`src/hdl/mrps_pkg.sv`:
```
// Register map, field layout and codes of the result and shifter block
package mrps_pkg;

   // ---------------------------------------------------------------
   // Register addresses on the byte-wide register port
   // ---------------------------------------------------------------
   localparam logic [7:0] ADDR_MAC_CTRL1   = 8'hEB;
   localparam logic [7:0] ADDR_OPA_LOW     = 8'hF2;
   localparam logic [7:0] ADDR_RESULT0     = 8'hF4;
   localparam logic [7:0] ADDR_RESULT1     = 8'hF5;
   localparam logic [7:0] ADDR_RESULT2     = 8'hF6;
   localparam logic [7:0] ADDR_RESULT3     = 8'hF7;
   localparam logic [7:0] ADDR_SHIFTER_CTL = 8'hFB;
   localparam logic [7:0] ADDR_PRIOR0      = 8'hFC;
   localparam logic [7:0] ADDR_PRIOR1      = 8'hFD;
   localparam logic [7:0] ADDR_PRIOR2      = 8'hFE;
   localparam logic [7:0] ADDR_PRIOR3      = 8'hFF;

   // ---------------------------------------------------------------
   // Control register 1 fields
   // ---------------------------------------------------------------
   localparam int CTL1_MANUAL_LOAD = 7;
   localparam int CTL1_LOAD_METHOD = 6;
   localparam int CTL1_OV_HOLD     = 5;
   localparam int CTL1_OVRD_SEL    = 4;
   localparam int CTL1_ADDER_SOURCE_SELECT_LSB  = 2;
   localparam int CTL1_MULSEL_LSB  = 0;
   localparam logic [7:0] CTL1_READ_MASK = 8'h7F;

   // ---------------------------------------------------------------
   // Shifter control fields
   // ---------------------------------------------------------------
   localparam int SHC_TYPE_BIT  = 7;
   localparam int SHC_STYLE_BIT = 6;
   localparam int SHC_AMT_W     = 6;

   // ---------------------------------------------------------------
   // Reset values and widths
   // ---------------------------------------------------------------
   localparam logic [7:0]  CTL1_RST   = 8'h00;
   localparam logic [7:0]  SHC_RST    = 8'h00;
   localparam logic [31:0] WORD_RST   = 32'h0000_0000;
   localparam logic [7:0]  UNMAPPED_RD = 8'h00;
   localparam int RES_W   = 32;
   localparam int OPND_W  = 16;
   localparam int MAX_SHF = 16;

   typedef enum logic [1:0] {
      MUL_A_B     = 2'h0,
      MUL_A_A     = 2'h1,
      MUL_A_PRIOR = 2'h2,
      MUL_A_ALTB  = 2'h3
   } mrps_mul_e;

endpackage : mrps_pkg

```
`src/hdl/mrps_core.sv`:
```
// Result, prior-result and overflow capture registers with register port
`timescale 1ns/100ps

// Function
// RULE1 - Result readable as four bytes, top first; the code puts the low byte at ADDR_RESULT0, the lowest address
// RULE2 - Prior register keeps result for reuse
// RULE3 - Method 0: load prior on A-low write
// RULE4 - Method 1: load prior on manual bit
// RULE5 - Prior register 32 bits, four bytes
// RULE6 - Barrel shifter on adder, one cycle
// RULE7 - Shift reach zero to sixteen each way
// RULE8 - Shifted value feeds result, prior, capture
// RULE9 - Control bit 7 picks logical or arithmetic
// RULE10 - Bit 6 sets arithmetic left style
// RULE11 - Bits 5:0 signed amount, negative goes right
// RULE12 - Logical left shift drops sign bit
// RULE13 - Result ready for following instruction
// RULE14 - Overflow stores low 32 result bits
// RULE15 - Multiply select picks operand pair
// RULE16 - Override bit swaps capture into result
// RULE17 - Right shift fills sign or zeros
module mrps_core
   import mrps_pkg::*;
#(
   parameter int MAX_SHIFT = MAX_SHF
) (
   input  wire logic              clk,          // System clock
   input  wire logic              rstn,         // Async reset, low
   input  wire logic [7:0]        sfr_addr,     // Register address
   input  wire logic              sfr_wr,       // Write strobe
   input  wire logic [7:0]        sfr_wdata,    // Write data
   input  wire logic              sfr_rd,       // Read strobe
   output logic      [7:0]        sfr_rdata,    // Read data
   output logic                   sfr_rd_hit,   // Read was ours
   input  wire logic [OPND_W-1:0] operand_a,    // Operand A
   input  wire logic [OPND_W-1:0] operand_b,    // Operand B
   input  wire logic [OPND_W-1:0] operand_bb,   // Alternate B
   input  wire logic [RES_W-1:0]  adder_sum,    // Adder output
   input  wire logic              overflow32_flag, // 32-bit overflow
   output logic [2*OPND_W-1:0]    product,      // Registered product
   output logic [RES_W-1:0]       prior_result, // Prior result
   output logic [RES_W-1:0]       accum_result, // Live result
   output logic [RES_W-1:0]       overflow32_capture, // Captured
   output logic [1:0]             adder_source_select, // Adder source
   output logic                   ovf_hold_mode // Overflow hold mode
);

   if (MAX_SHIFT < 0) begin : g_chk
      $error("mrps_core: shift reach must not be negative");
   end

   // ---------------------------------------------------------------
   // State
   // ---------------------------------------------------------------
   typedef struct packed {
      logic [7:0]          ctrl1;
      logic [7:0]          shctrl;
      logic [RES_W-1:0]    result;
      logic [RES_W-1:0]    prior;
      logic [RES_W-1:0]    capture;
      logic                ovf_q;
      logic [2*OPND_W-1:0] product;
      logic [7:0]          rdata;
      logic                rd_hit;
   } mrps_state_s;

   localparam mrps_state_s STATE_RST = '{
      ctrl1:   CTL1_RST,
      shctrl:  SHC_RST,
      result:  WORD_RST,
      prior:   WORD_RST,
      capture: WORD_RST,
      ovf_q:   1'b0,
      product: WORD_RST,
      rdata:   UNMAPPED_RD,
      rd_hit:  1'b0
   };

   mrps_state_s st_r;
   mrps_state_s st_nxt;

   // ---------------------------------------------------------------
   // Helpers
   // ---------------------------------------------------------------
   function automatic logic [7:0] word_byte(input logic [RES_W-1:0] w,
                                            input logic [1:0] idx);
      word_byte = w[idx*8 +: 8];
   endfunction : word_byte

   // ---------------------------------------------------------------
   // Datapath
   // ---------------------------------------------------------------
   logic [RES_W-1:0]    shifted;
   logic [2*OPND_W-1:0] prod_now;

   mrps_shift #(
      .W         (RES_W),
      .AMT_W     (SHC_AMT_W),
      .MAX_SHIFT (MAX_SHIFT)
   ) u_shift (
      .data_in        (adder_sum),                               // RULE6
      .shift_arith    (st_r.shctrl[SHC_TYPE_BIT]),               // RULE9
      .left_keep_sign (st_r.shctrl[SHC_STYLE_BIT]),              // RULE10
      .shift_amount   (st_r.shctrl[SHC_AMT_W-1:0]),              // RULE11
      .data_out       (shifted)
   );

   mrps_mul #(
      .OW (OPND_W)
   ) u_mul (
      .op_a      (operand_a),
      .op_b      (operand_b),
      .op_alt_b  (operand_bb),
      .prior_low (st_r.prior[OPND_W-1:0]),
      .mul_sel   (st_r.ctrl1[CTL1_MULSEL_LSB +: 2]),             // RULE15
      .product   (prod_now)
   );

   // ---------------------------------------------------------------
   // Next state
   // ---------------------------------------------------------------
   logic             wr_ctrl1;
   logic             wr_shc;
   logic             wr_opa_low;
   logic             manual_ld;
   logic             auto_ld;
   logic             ovf_rise;
   logic [RES_W-1:0] res_view;

   always_comb begin
      st_nxt     = st_r;
      wr_ctrl1   = sfr_wr && (sfr_addr == ADDR_MAC_CTRL1);
      wr_shc     = sfr_wr && (sfr_addr == ADDR_SHIFTER_CTL);
      wr_opa_low = sfr_wr && (sfr_addr == ADDR_OPA_LOW);

      // Manual load only counts under method 1, judged on the new value
      manual_ld  = wr_ctrl1 && sfr_wdata[CTL1_MANUAL_LOAD]
                   && sfr_wdata[CTL1_LOAD_METHOD];               // RULE4
      auto_ld    = wr_opa_low && !st_r.ctrl1[CTL1_LOAD_METHOD];  // RULE3
      ovf_rise   = overflow32_flag && !st_r.ovf_q;

      if (wr_ctrl1) begin
         // Manual load bit is a strobe and is never kept
         st_nxt.ctrl1 = sfr_wdata & CTL1_READ_MASK;
      end
      if (wr_shc) begin
         st_nxt.shctrl = sfr_wdata;
      end

      // Result tracks the shifter every cycle, so it is fresh by the
      // time the next instruction can read it
      st_nxt.result  = shifted;                                  // RULE8
      st_nxt.product = prod_now;                                 // RULE13

      // Prior takes the result standing before the new A-low lands
      if (auto_ld || manual_ld) begin
         st_nxt.prior = st_r.result;                             // RULE2
      end

      st_nxt.ovf_q = overflow32_flag;
      if (ovf_rise) begin
         st_nxt.capture = shifted;                               // RULE14
      end

      res_view = st_r.ctrl1[CTL1_OVRD_SEL] ? st_r.capture
                                           : st_r.result;        // RULE16

      if (sfr_rd) begin
         st_nxt.rd_hit = 1'b1;
         unique case (sfr_addr)
            ADDR_RESULT0:     st_nxt.rdata = word_byte(res_view, 2'h0);
            ADDR_RESULT1:     st_nxt.rdata = word_byte(res_view, 2'h1);
            ADDR_RESULT2:     st_nxt.rdata = word_byte(res_view, 2'h2);
            ADDR_RESULT3:     st_nxt.rdata = word_byte(res_view, 2'h3);
            ADDR_PRIOR0:      st_nxt.rdata = word_byte(st_r.prior, 2'h0);
            ADDR_PRIOR1:      st_nxt.rdata = word_byte(st_r.prior, 2'h1);
            ADDR_PRIOR2:      st_nxt.rdata = word_byte(st_r.prior, 2'h2);
            ADDR_PRIOR3:      st_nxt.rdata = word_byte(st_r.prior, 2'h3);
            ADDR_SHIFTER_CTL: st_nxt.rdata = st_r.shctrl;
            ADDR_MAC_CTRL1:   st_nxt.rdata = st_r.ctrl1;
            default: begin
               st_nxt.rdata  = UNMAPPED_RD;
               st_nxt.rd_hit = 1'b0;
            end
         endcase                                                 // RULE1
      end else begin
         st_nxt.rd_hit = 1'b0;
      end
   end

   // ---------------------------------------------------------------
   // Registers
   // ---------------------------------------------------------------
   always_ff @(posedge clk or negedge rstn) begin
      if (!rstn) begin
         st_r <= STATE_RST;
      end else begin
         st_r <= st_nxt;
      end
   end

   // ---------------------------------------------------------------
   // Outputs, all straight from flops
   // ---------------------------------------------------------------
   assign sfr_rdata           = st_r.rdata;
   assign sfr_rd_hit          = st_r.rd_hit;
   assign product             = st_r.product;
   assign prior_result        = st_r.prior;                      // RULE5
   assign accum_result        = st_r.result;
   assign overflow32_capture  = st_r.capture;
   assign adder_source_select = st_r.ctrl1[CTL1_ADDER_SOURCE_SELECT_LSB +: 2];
   assign ovf_hold_mode       = st_r.ctrl1[CTL1_OV_HOLD];

endmodule : mrps_core

```
`src/hdl/mrps_mul.sv`:
```
// Operand selection and signed 16 by 16 multiply
`timescale 1ns/100ps

module mrps_mul
   import mrps_pkg::*;
#(
   parameter int OW = OPND_W
) (
   input  wire logic [OW-1:0]   op_a,       // Operand A
   input  wire logic [OW-1:0]   op_b,       // Operand B
   input  wire logic [OW-1:0]   op_alt_b,   // Alternate operand B
   input  wire logic [OW-1:0]   prior_low,  // Prior result low half
   input  wire logic [1:0]      mul_sel,    // Multiply select code
   output logic      [2*OW-1:0] product     // Signed product
);

   if (OW < 2) begin : g_chk
      $error("mrps_mul: operand width too small");
   end

   logic [OW-1:0] rhs;

   always_comb begin
      unique case (mrps_mul_e'(mul_sel))                         // RULE15
         MUL_A_B:     rhs = op_b;
         MUL_A_A:     rhs = op_a;
         MUL_A_PRIOR: rhs = prior_low;
         MUL_A_ALTB:  rhs = op_alt_b;
      endcase
      // Widen both sides first so the product never depends on context
      product = $signed({{OW{op_a[OW-1]}}, op_a})
                * $signed({{OW{rhs[OW-1]}}, rhs});
   end

endmodule : mrps_mul

```
`src/hdl/mrps_shift.sv`:
```
// Single-cycle signed-amount barrel shifter on the adder output
`timescale 1ns/100ps

module mrps_shift
   import mrps_pkg::*;
#(
   parameter int W         = RES_W,
   parameter int AMT_W     = SHC_AMT_W,
   parameter int MAX_SHIFT = MAX_SHF
) (
   input  wire logic [W-1:0]     data_in,        // Adder output
   input  wire logic             shift_arith,    // 1 = arithmetic
   input  wire logic             left_keep_sign, // Arith left style
   input  wire logic [AMT_W-1:0] shift_amount,   // Two's complement
   output logic      [W-1:0]     data_out        // Scaled value
);

   if (MAX_SHIFT >= W || MAX_SHIFT >= (1 << (AMT_W - 1))) begin : g_chk
      $error("mrps_shift: shift range not servable");
   end

   logic             go_right;
   logic [AMT_W-1:0] mag_raw;
   logic [AMT_W-1:0] mag;
   logic [W-1:0]     left_val;

   always_comb begin
      go_right = shift_amount[AMT_W-1];                          // RULE11
      mag_raw  = go_right ? AMT_W'(~shift_amount + 1'b1) : shift_amount;
      // Out-of-range amounts saturate at the documented reach
      mag      = (mag_raw > AMT_W'(MAX_SHIFT)) ? AMT_W'(MAX_SHIFT)
                                               : mag_raw;        // RULE7
      left_val = data_in << mag;                                 // RULE12
      if (go_right) begin
         if (shift_arith) begin
            data_out = W'($signed(data_in) >>> mag);             // RULE17
         end else begin
            data_out = data_in >> mag;                           // RULE17
         end
      end else if (shift_arith && left_keep_sign) begin
         data_out = {data_in[W-1], left_val[W-2:0]};             // RULE10
      end else begin
         data_out = left_val;                                    // RULE12
      end
   end

endmodule : mrps_shift
```
`config.mk`:
```
export PLATFORM = sky130hd
export DESIGN_NAME = mrps_core
export DESIGN_NICKNAME = d
export VERILOG_FILES = /design/src/hdl/mrps_pkg.sv /design/src/hdl/mrps_core.sv /design/src/hdl/mrps_mul.sv /design/src/hdl/mrps_shift.sv
export SDC_FILE = /design/constraint.sdc
export NUM_CORES = 1
export LEC_CHECK = 0
export ABC_AREA = 1
export BUFFER_PORTS_ARGS = -buffer_cell sky130_fd_sc_hd__buf_2
export CAP_MARGIN = 15
export CORE_ASPECT_RATIO = 0.75
export CORE_UTILIZATION = 30
export DETAILED_ROUTE_END_ITERATION = 10
export GPL_ROUTABILITY_DRIVEN = 0
export PLACE_DENSITY = 0.45
export SLEW_MARGIN = 20
export SYNTH_ARGS = -nofsm -noshare
export SYNTH_HDL_FRONTEND = slang
export SYNTH_SLANG_ARGS = --single-unit
```
`constraint.sdc`:
```
create_clock -name clk -period 8.73 [get_ports clk]
set_input_delay 1.3095 -clock clk [delete_from_list [all_inputs] [get_ports clk]]
set_output_delay 1.3095 -clock clk [all_outputs]
set_load 0.02 [all_outputs]
```
==> impl_metrics.tcl <==
set metrics [dict create \
    tritoncts "done" \
    worst-path-buf-inv 7 \
    groute.layer.met2.usage_pct 33.1 \
    reg2regPathDepth 27 \
    max_cap_viol_count 0 \
    design.core.area_mm2 0.0684 \
    htreeDepth 4 \
    via_count 19200 \
    buffer_ports.inserted 240 \
    critPathSlowestCell "inv_1" \
    totalWireLength_mm 81.7 \
    post-route-drc-count 0 \
    nets 3353 \
    synthDistinctLibCells 44 \
    syn_area_per_cell_um2 7.32 \
    clkSlewWorstSetupHoldPaths_ns 0.08 \
    layout.cells.most_common_list "797 x nand2_1, 443 x inv_1, 262 x fa_1" \
    synth_seq_area_share_pct 18.5 \
    synth_flop_cell "dfrtp_1" \
    cts_root_buf "clkbuf_16" \
    outcome "completed" \
    clk-insertion-delay-late_ns 0.46 \
    worstReg2RegEnd "product[29]$_DFF_PN0_" \
    vias_per_cell 5.02 \
    worstPathRequired_ns 9.07 \
    timing.critical_path.max_delay_family "adder cells" \
    drt_first_pass_iters 5 \
    grt_start_max_net_pins 92 \
    gr-usage-met1_pct 34.9 \
    first_global_vias 19100 \
    final_min_period_over_clock_period_pct 89.4 \
    gr-usage-all-layers_pct 23.4 \
    worst_slew_margin_rel_pct 33.5 \
    placement_rows 83 \
    hold_path_startpoint "sfr_rdata[0]$_DFFE_PN0P_" \
    final_layout_size_suffix_gt1_share_pct 12.8 \
    maximum_clock_frequency_ghz 0.128 \
    critical_path_depth 27 \
    synthesis.yosys.warnings 0 \
    clock-skew-final_ns 0.0153 \
    critical_path_arrival_ns 8.14 \
    postSynthCellCount 2836 \
    final_hold_vios 0 \
    worst_r2r_startpoint "st_r[147]$_DFFE_PN0P_" \
    crit_path_max_fanout 32 \
    timing.critical_path.to_type "flop" \
    initial_core_util_pct 30.3 \
    post-cts-setup-buffer-count 0 \
    setup_viol_count_final 0 \
    cp-endpoint "product[29]$_DFF_PN0_" \
    grt_antenna_before_repair 8 \
    clockBufferDepth 2 \
    report.final.slew_viol_count 0 \
    post_cts_resize_count 0 \
    hold_class "reg -> reg" \
    cts-hold-fix-buffers 0 \
    grt_setup_unrepaired "false" \
    chipHeight_um 230 \
    asyncSetResetFlopFracSynth_pct 100 \
    areaGrowthSynthToFinish_pct 8.97 \
    crit_start "st_r[147]$_DFFE_PN0P_" \
    cell_area_after_synthesis_mm2 0.0207 \
    layout_commonest_cell "nand2_1" \
    grt_busiest_layer "met1" \
    die_area_mm2 0.0702 \
    syn_nets 3282 \
    synth-edff-count 0 \
    tightest_slew_ns 0.998 \
    clkSinkCount 153 \
    min_period_ns 7.80 \
    timing.reg2reg.setup_slack_ns 0.93 \
    grt_first_pass_wirelength_mm 122 \
    crit_path_frequent_cell "fa_1" \
    worst_path_largest_cell_delay_ns 0.67 \
    drtIter0Drc 2145 \
    io_pins 241 \
    global_route.overflow_total 0 \
    setup.worst_path.class "reg -> reg" \
    die-width_um 306 \
    average_wire_length_per_cell_after_detail_routing_um 21.4 \
    gr-usage-met3_pct 5.88 \
    cts_buffers 17 \
    synth_seq_cells 153 \
    worstSetupStartpointType "flop" \
    final_antenna_violating_net_count 0 \
    fin_tns_setup_ns 0 \
    dp_hpwl_mm 67.5 \
]
logic make-up after synthesis:
group	after synthesis	synth area share [%]
buffers and inverters	703	15.7
AO/OA/AOI/OAI	315	8.59
AND/OR/NAND/NOR	1281	25.3
flip-flops	153	18.5
XOR/XNOR	38	1.60
multiplexers	1	0.0543
adder cells (fa/ha/maj)	345	30.3
final cells by class:
class	count	area [um^2]
timing repair buffer	300	1660
clock buffer	18	439
antenna	2	5.00
multi-input combinational	1980	13700
sequential	153	3830
clock inverter	14	173
tap	892	1120
fill	7410	45800
inverter	455	1710
worst min-delay path, stage by stage (launching register included):
cell     delay (ns)
dfrtp_1        0.34
nand2_1        0.05
nand2_1        0.05
through the flow:
step / hold slack (ns) / setup WS, ns / utilization, % / area [um^2] / instances
3_5_place_dp: 0.468 / 0.579 / 32.1 / 22000 / 3780
4_1_cts: 0.488 / 1.04 / 33.0 / 22600 / 3812
6_report: 0.479 / 0.929 / 33.0 / 22600 / 3814
3_3_place_gp: 0.465 / 0.600 / 32.1 / 22000 / 3780
2_1_floorplan: 0.450 / 1.56 / - / 20700 / 2836
5_1_grt: 0.521 / 0.513 / 33.0 / 22600 / 3812
sequential cells by signal (all words and copies together), names as in the netlist:
name	count
sfr_rdata	8
product	32
accum_result	32
overflow32_capture	32
adder_source_select	2
prior_result	32
ovf_hold_mode	1
sfr_rd_hit	1
st_r	13
worst min path at each step:
stage | slack (ns) | cells after the start | end
floorplan | 0.45 | 2 | sfr_rdata[0]$_DFFE_PN0P_
finish | 0.48 | 2 | sfr_rdata[0]$_DFFE_PN0P_
global placement | 0.47 | 2 | sfr_rdata[0]$_DFFE_PN0P_
CTS | 0.49 | 2 | sfr_rdata[0]$_DFFE_PN0P_
detailed placement | 0.47 | 2 | sfr_rdata[0]$_DFFE_PN0P_
global route | 0.52 | 2 | sfr_rdata[2]$_DFFE_PN0P_
cells in the mapped netlist (2+ instances only):
master     instances  area [um^2]
a21oi_1           76          380
a31oi_1            6         37.5
and2_1             8         50.1
and3_1             2         12.5
buf_1              8         30.0
buf_2             25          125
buf_4            146         1100
buf_6              4         45.0
clkbuf_1          65          244
clkinv_1           5         18.8
dfrtp_1          153         3830
fa_1             262         5250
ha_1              83         1040
inv_1            444         1670
inv_2              6         22.5
nand2_1          797         2990
nand2_2            6         37.5
nand3_1          219         1100
nand3_2            2         20.0
nand3b_1           2         15.0
nand4_1           13         81.3
nor2_1           197          739
nor2_2             3         18.8
nor3_1             8         40.0
nor4_1             4         25.0
o2111ai_1         23          201
o211ai_1          17          128
o21a_1             4         30.0
o21ai_0          131          656
o21ai_1           28          140
o21ai_2            2         17.5
o21bai_1           2         15.0
o22ai_1           22          138
or2_2             17          106
xnor2_1           16          140
xor2_1            22          193
metal layers:
metal  vias up  part of all wire (%)  routed length [um]
li1       8778                     -                   -
met1      9404                    47               38400
met2       863                    41               33200
met3       100                   9.8                7990
met4         8                   2.6                2090
met5         -                 0.056                  46
Power is not shown: default switching activity piles up to over one toggle a cycle in this logic, so the estimate is an artifact.
